===== config.mk =====
export PLATFORM = sky130hd
export DESIGN_NAME = uawk_rx_wake
export DESIGN_NICKNAME = d
export VERILOG_FILES = /design/src/rtl/uawk_rx_wake.v
export VERILOG_INCLUDE_DIRS = /design/src /design/src/shared
export SDC_FILE = /design/constraint.sdc
export NUM_CORES = 1
export LEC_CHECK = 0
export BUFFER_PORTS_ARGS = -buffer_cell sky130_fd_sc_hd__clkbuf_2
export CORE_MARGIN = 3
export CORE_UTILIZATION = 43
export DETAILED_ROUTE_END_ITERATION = 7
export GPL_ROUTABILITY_DRIVEN = 0
export GPL_TIMING_DRIVEN = 0
export PLACE_DENSITY = 0.74
export SYNTH_ARGS = -nofsm -noshare
export SYNTH_HDL_FRONTEND = slang
export SYNTH_SLANG_ARGS = --single-unit

===== constraint.sdc =====
create_clock -name aclk -period 5.8 [get_ports aclk]
set_input_delay 0.29 -clock aclk [delete_from_list [all_inputs] [get_ports aclk]]
set_output_delay 0.29 -clock aclk [all_outputs]
set_load 0.01 [all_outputs]

===== src/shared/uawk_map.vh =====
// Register map and timing constants of the serial receiver with auto-wake.
// Included by the receiver top; holds definitions only.
`ifndef UAWK_MAP_VH
`define UAWK_MAP_VH

// Register byte offsets (aligned 32-bit words)
`define UAWK_OFF_CTRL    4'h0
`define UAWK_OFF_STATUS  4'h4
`define UAWK_OFF_DATA    4'h8
`define UAWK_OFF_BAUD    4'hc

// Control register fields
`define UAWK_CTRL_ARM    0
`define UAWK_CTRL_EN     1

// Status register fields
`define UAWK_ST_IDLE     0
`define UAWK_ST_IRQ      1
`define UAWK_ST_ARM      2
`define UAWK_ST_FERR     3
`define UAWK_ST_OVR      4

// Reset values and the dummy character loaded on wake
`define UAWK_RST_BAUD    16'h0036
`define UAWK_RST_HOLD    8'h00
`define UAWK_DUMMY_CHAR  8'h00

// Oversampling: last tick of a bit, mid-bit tick, last data bit of a character
`define UAWK_OVS_LAST    4'hf
`define UAWK_OVS_MID     4'h7
`define UAWK_BITS_LAST   3'h7

// AXI4-Lite responses
`define UAWK_RESP_OKAY   2'b00
`define UAWK_RESP_SLVERR 2'b10

`endif

===== src/rtl/uawk_rx_wake.v =====
// Serial receiver (8N1, 16x oversampling) with auto-wake-on-edge logic
// and an AXI4-Lite register slave.
// Assumes rx_line is asynchronous to aclk and idles high.
`timescale 1ns/1ps
`include "uawk_map.vh"

module uawk_rx_wake (
    input  wire        aclk,          // System clock, 100 MHz
    input  wire        aresetn,       // Synchronous reset, active low
    input  wire [3:0]  s_axi_awaddr,  // Write address
    input  wire        s_axi_awvalid, // Write address valid
    output wire        s_axi_awready, // Write address ready
    input  wire [31:0] s_axi_wdata,   // Write data
    input  wire [3:0]  s_axi_wstrb,   // Write byte strobes
    input  wire        s_axi_wvalid,  // Write data valid
    output wire        s_axi_wready,  // Write data ready
    output reg  [1:0]  s_axi_bresp,   // Write response
    output reg         s_axi_bvalid,  // Write response valid
    input  wire        s_axi_bready,  // Write response ready
    input  wire [3:0]  s_axi_araddr,  // Read address
    input  wire        s_axi_arvalid, // Read address valid
    output wire        s_axi_arready, // Read address ready
    output reg  [31:0] s_axi_rdata,   // Read data
    output reg  [1:0]  s_axi_rresp,   // Read response
    output reg         s_axi_rvalid,  // Read data valid
    input  wire        s_axi_rready,  // Read data ready
    input  wire        rx_line,       // Serial receive pin
    output wire        rx_irq_flag    // Receive interrupt request level
);

    localparam [3:0] ST_IDLE  = 4'b0001;
    localparam [3:0] ST_START = 4'b0010;
    localparam [3:0] ST_DATA  = 4'b0100;
    localparam [3:0] ST_STOP  = 4'b1000;

    // Register index from byte address; unmapped gives 3'h4
    function [2:0] reg_index;
        input [3:0] addr;
        begin
            case (addr)
                `UAWK_OFF_CTRL:   reg_index = 3'h0;
                `UAWK_OFF_STATUS: reg_index = 3'h1;
                `UAWK_OFF_DATA:   reg_index = 3'h2;
                `UAWK_OFF_BAUD:   reg_index = 3'h3;
                default:          reg_index = 3'h4;
            endcase
        end
    endfunction

    reg         wake_on_edge_arm;
    reg         rx_enable;
    reg  [15:0] baud_div;
    reg  [7:0]  rx_holding_reg;
    reg         irq_flag;
    reg         ferr_flag;
    reg         ovr_flag;
    reg         wake_seen;

    reg         rx_meta;
    reg         rx_sync;
    reg         rx_prev;

    reg  [15:0] tick_cnt;
    reg         tick;
    reg  [3:0]  state;
    reg  [3:0]  ovs_cnt;
    reg  [2:0]  bit_cnt;
    reg  [7:0]  shift;

    reg         aw_held;
    reg  [3:0]  aw_addr;
    reg         w_held;
    reg  [31:0] w_data;
    reg  [3:0]  w_strb;

    wire        wr_do;
    wire [2:0]  wr_idx;
    wire        rd_do;
    wire [2:0]  rd_idx;
    wire        rx_fall;
    wire        rx_rise;
    wire        wake_evt;
    wire        wake_end;
    wire        char_done;
    wire        char_ok;
    wire        rx_idle_flag;
    wire        data_read;

    assign rx_irq_flag   = irq_flag;
    assign s_axi_awready = ~aw_held;
    assign s_axi_wready  = ~w_held;
    assign s_axi_arready = ~s_axi_rvalid;
    assign wr_do  = aw_held & w_held & ~s_axi_bvalid;
    assign wr_idx = reg_index(aw_addr);
    assign rd_do  = s_axi_arvalid & ~s_axi_rvalid;
    assign rd_idx = reg_index(s_axi_araddr);
    assign data_read = rd_do & (rd_idx == 3'h2);

    assign rx_fall = rx_prev & ~rx_sync;
    assign rx_rise = ~rx_prev & rx_sync;
    assign wake_evt = wake_on_edge_arm & ~wake_seen & rx_fall;
    assign wake_end = wake_on_edge_arm & wake_seen & rx_rise;

    assign char_done = tick & (state == ST_STOP) &
                       (ovs_cnt == `UAWK_OVS_LAST);
    assign char_ok   = char_done & rx_sync;
    assign rx_idle_flag = (state == ST_IDLE);

    // Two flip-flop synchroniser, then an edge register
    always @(posedge aclk) begin
        if (!aresetn) begin
            rx_meta <= 1'b1;
            rx_sync <= 1'b1;
            rx_prev <= 1'b1;
        end else begin
            rx_meta <= rx_line;
            rx_sync <= rx_meta;
            rx_prev <= rx_sync;
        end
    end

    // Oversampling tick divider
    always @(posedge aclk) begin
        if (!aresetn) begin
            tick_cnt <= 16'h0000;
            tick     <= 1'b0;
        end else if (tick_cnt >= baud_div) begin
            tick_cnt <= 16'h0000;
            tick     <= 1'b1;
        end else begin
            tick_cnt <= tick_cnt + 16'h0001;
            tick     <= 1'b0;
        end
    end

    // Character receiver
    always @(posedge aclk) begin
        if (!aresetn) begin
            state   <= ST_IDLE;
            ovs_cnt <= 4'h0;
            bit_cnt <= 3'h0;
            shift   <= 8'h00;
        end else if (wake_on_edge_arm || !rx_enable) begin
            state   <= ST_IDLE;
            ovs_cnt <= 4'h0;
            bit_cnt <= 3'h0;
        end else begin
            case (state)
                ST_IDLE: begin
                    if (!rx_sync) begin
                        state   <= ST_START;
                        ovs_cnt <= 4'h0;
                    end
                end
                ST_START: begin
                    if (tick) begin
                        if (ovs_cnt == `UAWK_OVS_MID) begin
                            ovs_cnt <= 4'h0;
                            bit_cnt <= 3'h0;
                            // Glitch shorter than half a bit is dropped
                            state   <= rx_sync ? ST_IDLE : ST_DATA;
                        end else begin
                            ovs_cnt <= ovs_cnt + 4'h1;
                        end
                    end
                end
                ST_DATA: begin
                    if (tick) begin
                        ovs_cnt <= ovs_cnt + 4'h1;
                        if (ovs_cnt == `UAWK_OVS_LAST) begin
                            shift <= {rx_sync, shift[7:1]};
                            bit_cnt <= bit_cnt + 3'h1;
                            if (bit_cnt == `UAWK_BITS_LAST) begin
                                state <= ST_STOP;
                            end
                        end
                    end
                end
                ST_STOP: begin
                    if (tick) begin
                        ovs_cnt <= ovs_cnt + 4'h1;
                        if (ovs_cnt == `UAWK_OVS_LAST) begin
                            state <= ST_IDLE;
                        end
                    end
                end
                default: begin
                    state <= ST_IDLE;
                end
            endcase
        end
    end

    // Wake sequencing, flags and holding register
    always @(posedge aclk) begin
        if (!aresetn) begin
            wake_seen      <= 1'b0;
            irq_flag       <= 1'b0;
            ferr_flag      <= 1'b0;
            ovr_flag       <= 1'b0;
            rx_holding_reg <= `UAWK_RST_HOLD;
        end else begin
            if (wake_end || !wake_on_edge_arm) begin
                wake_seen <= 1'b0;
            end else if (wake_evt) begin
                wake_seen <= 1'b1;
            end
            if (wake_evt) begin
                irq_flag       <= 1'b1;
                rx_holding_reg <= `UAWK_DUMMY_CHAR;
            end else if (char_done) begin
                // Stop bit missing still delivers the byte, flagged
                irq_flag       <= 1'b1;
                rx_holding_reg <= shift;
                ferr_flag      <= ~char_ok | (ferr_flag & ~data_read);
                ovr_flag       <= irq_flag & ~data_read | ovr_flag;
            end else if (data_read) begin
                irq_flag  <= 1'b0;
                ferr_flag <= 1'b0;
                ovr_flag  <= 1'b0;
            end
        end
    end

    // AXI write channels: address and data taken in either order
    always @(posedge aclk) begin
        if (!aresetn) begin
            aw_held      <= 1'b0;
            aw_addr      <= 4'h0;
            w_held       <= 1'b0;
            w_data       <= 32'h00000000;
            w_strb       <= 4'h0;
            s_axi_bvalid <= 1'b0;
            s_axi_bresp  <= `UAWK_RESP_OKAY;
        end else begin
            if (s_axi_awvalid && !aw_held) begin
                aw_held <= 1'b1;
                aw_addr <= s_axi_awaddr;
            end else if (wr_do) begin
                aw_held <= 1'b0;
            end
            if (s_axi_wvalid && !w_held) begin
                w_held <= 1'b1;
                w_data <= s_axi_wdata;
                w_strb <= s_axi_wstrb;
            end else if (wr_do) begin
                w_held <= 1'b0;
            end
            if (wr_do) begin
                s_axi_bvalid <= 1'b1;
                s_axi_bresp  <= (wr_idx == 3'h4) ? `UAWK_RESP_SLVERR
                                                 : `UAWK_RESP_OKAY;
            end else if (s_axi_bready) begin
                s_axi_bvalid <= 1'b0;
            end
        end
    end

    // Writable registers
    always @(posedge aclk) begin
        if (!aresetn) begin
            wake_on_edge_arm <= 1'b0;
            rx_enable        <= 1'b0;
            baud_div         <= `UAWK_RST_BAUD;
        end else begin
            if (wr_do && wr_idx == 3'h0 && w_strb[0]) begin
                wake_on_edge_arm <= w_data[`UAWK_CTRL_ARM];
                rx_enable        <= w_data[`UAWK_CTRL_EN];
            end else if (wake_end) begin
                wake_on_edge_arm <= 1'b0;
            end
            if (wr_do && wr_idx == 3'h3) begin
                if (w_strb[0]) begin
                    baud_div[7:0] <= w_data[7:0];
                end
                if (w_strb[1]) begin
                    baud_div[15:8] <= w_data[15:8];
                end
            end
        end
    end

    // AXI read channel; the answer comes one edge after the address
    always @(posedge aclk) begin
        if (!aresetn) begin
            s_axi_rvalid <= 1'b0;
            s_axi_rdata  <= 32'h00000000;
            s_axi_rresp  <= `UAWK_RESP_OKAY;
        end else if (rd_do) begin
            s_axi_rvalid <= 1'b1;
            s_axi_rresp  <= `UAWK_RESP_OKAY;
            s_axi_rdata  <= 32'h00000000;
            case (rd_idx)
                3'h0: begin
                    s_axi_rdata[`UAWK_CTRL_ARM] <= wake_on_edge_arm;
                    s_axi_rdata[`UAWK_CTRL_EN]  <= rx_enable;
                end
                3'h1: begin
                    s_axi_rdata[`UAWK_ST_IDLE] <= rx_idle_flag;
                    s_axi_rdata[`UAWK_ST_IRQ]  <= irq_flag;
                    s_axi_rdata[`UAWK_ST_ARM]  <= wake_on_edge_arm;
                    s_axi_rdata[`UAWK_ST_FERR] <= ferr_flag;
                    s_axi_rdata[`UAWK_ST_OVR]  <= ovr_flag;
                end
                3'h2: begin
                    s_axi_rdata[7:0] <= rx_holding_reg;
                end
                3'h3: begin
                    s_axi_rdata[15:0] <= baud_div;
                end
                default: begin
                    s_axi_rresp <= `UAWK_RESP_SLVERR;
                end
            endcase
        end else if (s_axi_rready) begin
            s_axi_rvalid <= 1'b0;
        end
    end

endmodule


==> results.toml <==
[floorplan]
core_area_sq_um = 11100
die_w_um = 114
start_util_pct = 45.3
die_y_um = 114
ios = 94
dieArea_sq_um = 13100
placement_rows = 38

[clock_tree]
htree_levels = 4
cts.clk_slew.worst_paths_ns = 0.05
cts_buffer_depth = 2
post_cts_resized = 0
cts_buffers = 17
holdBufCountCts = 0
cts_sinks = 113
postCtsSetupBuffers = 0
cts_tree = "built"
cts_root_buffer = "clkbuf_16"
clk_latency_ns = 0.41

[layout]
layout-drive-gt1-share_pct = 18.6
insertedDiodeCount = 0
n_fill_cell = 984
area_growth_pct = 22.7
regArea_sq_um = 2260
final_nets = 728
post-route-util_pct = 55.6
final_common_cell = "dfxtp_1"
multi_input_area_sq_um = 2480
most-common-layout-cells = "dfxtp_1 (113), nor2_1 (96), clkbuf_2 (56), nand2_1 (56), mux2i_1 (40)"

[logic_synthesis]
synth_flop_cell = "dfxtp_1"
synth_seq_cells = 113
synth_cells = 565
async_flop_share_pct = 0
synth.distinct_cells = 56
yosysWarnings = 0
netlist_area_sq_um = 5040
seq_area_frac_synth_pct = 44.9
synth_edf_count = 0
postSynthAreaPerCell_sq_um = 8.92

[status]
status = "finished clean"

[placement]
port_buffers = 55
hpwl_um = 8640

[worst_setup_path]
worst_setup_path_start_kind = "register"
crit_top_cell = "nand4_1"
slowest_delay_ns = 0.56
path_max_fanout = 10
path_delay_family = "simple AND/OR/NAND/NOR gates"
critPathRequiredTime_ns = 6.09
crit_type = "register to register"
endpoint_kind = "register"
worstPathCellList = "inv_1 > ha_1 > nand4_1 > or2_2 > or4_1 > nand4_1 > buf_2 > nor2_1"
worst_path_max_delay_cell = "or4_1"
crit_arrival_ns = 2.78
path_buf_inv = 2

[timing]
maxSlewViolCount = 0
min_period_ns = 2.49
fin_setup_tns_ns = 0
final.setup_skew_ns = 0.00869
max_freq_mhz = 402
tightestPinTransition_ns = 1.08
setup_viol_count_final = 0
slew_headroom_pct = 26.7
grt_setup_unrepaired = "false"
finalCritPeriodShare_pct = 42.9
hold_viol = 0

[routing]
wl_per_cell_um = 14.4
viasPerCell = 5.14
first_pass_iters = 5
drc_errors = 0
wl_um = 11600
vias = 4150
drtAntennaViolNets = 0
drt_iter0_drc = 152

[job]
maxCapViolCount = 0

[global_routing]
grt_start_max_net_pins = 17
grt_pass1_wl_um = 19500
antenna_found_initial = 0
grt_pass1_vias = 4145
track_usage_pct = 18.5
grt_overflow = 0

[min_path]
hold_path_class = "input port to register"

[power_and_ir_drop]
power.density_nw_per_um2 = 323
totalPowerFinal_uw = 2000
vdd.ir_drop.worst_v = 0.000183
leakage_uw = 0.00269
-- worst register-to-register path: stages, from the launching register on --
cell and delay (ns):
dfxtp_1 0.38, inv_1 0.06, ha_1 0.31, nand4_1 0.10, or2_2 0.32, or4_1 0.56
nand4_1 0.28, buf_2 0.27, nor2_1 0.07
-- layer usage --
layer	GRT usage, %	wire, um
met4	7.60	233
met3	5.55	767
met1	22.9	5320
met5	0	0
met2	30.2	5310
-- through the flow --
| step | hold slack, ns | setup WS [ns] | cell area, sq um | cells |
|---|---|---|---|---|
| finish | 0.0698 | 3.31 | 6180 | 808 |
| global route | 0.0689 | 3.12 | 6180 | 808 |
| CTS | 0.0605 | 3.31 | 6180 | 808 |
| detailed placement | 0.400 | 3.35 | 5550 | 777 |
| global placement | 0.396 | 3.40 | 5550 | 777 |
| floorplan | 0.363 | 3.64 | 5100 | 582 |
-- worst paths after layout --
kind	cells after the start	startpoint	slack [ns]	endpoint
worst max-delay path	8	baud_div[14]$_SDFFE_PN0P_	3.31	tick_cnt[10]$_SDFF_PP0_
worst max register to register	8	baud_div[14]$_SDFFE_PN0P_	3.31	tick_cnt[10]$_SDFF_PP0_
worst min-delay path	2	s_axi_rready	0.07	s_axi_rvalid$_SDFFE_PN0P_
worst min register to register	1	rx_meta$_SDFF_PN1_	0.41	rx_sync$_SDFF_PN1_
-- cell families (layout without fill, tap and decap cells) --
family,Yosys count,count (layout),share of synthesized area (%)
and+or+nand+nor,218,218,20.3
DFF,113,113,44.9
AOI/OAI and AO/OA,80,80,10.1
buffers and inverters,71,157,7.15
muxes,45,45,9.51
adders and majority gates,20,20,4.97
xor gates and xnor gates,17,17,2.95
other,1,18,0.0744
-- synth_stat cells (2+ instances only) --
library cell	instances	area, sq um
nand2_1	56	210
and3b_1	2	17.5
buf_1	5	18.8
nand2b_1	7	43.8
nor3b_1	3	22.5
mux4_2	2	45.0
or4b_1	2	20.0
nor3_1	4	20.0
nor2_1	96	360
o21ai_0	14	70.1
a22oi_1	14	105
nand4_2	2	25.0
inv_1	26	97.6
a211oi_1	4	30.0
mux2i_1	40	400
or4_1	3	22.5
a2111oi_0	2	17.5
dfxtp_1	113	2260
nand3_1	13	65.1
clkbuf_1	14	52.6
xor2_1	10	87.6
ha_1	20	250
and4_1	2	17.5
nand4_1	10	62.6
nor4b_1	3	26.3
buf_4	19	143
buf_2	3	15.0
nor2b_1	4	25.0
mux2_2	3	33.8
and3_1	3	18.8
or2_2	2	12.5
a21oi_1	32	160
a222oi_1	3	30.0
xnor2_1	7	61.3
-- cell type report --
| class | count | area share, % |
|---|---|---|
| inverter | 27 | 1.64 |
| sequential | 113 | 36.6 |
| clock inverter | 9 | 2.51 |
| multi-input combinational | 398 | 40.1 |
| timing repair buffer | 55 | 4.45 |
| tap | 140 | 2.83 |
| clock buffer | 22 | 7.67 |
| buffer | 44 | 4.19 |
-- report_power, final --
part,switching (uW),internal [uW]
Clock,348,749
Sequential,12.3,793
Combinational,57.2,39.3
Power figures use the tool's default switching activity.
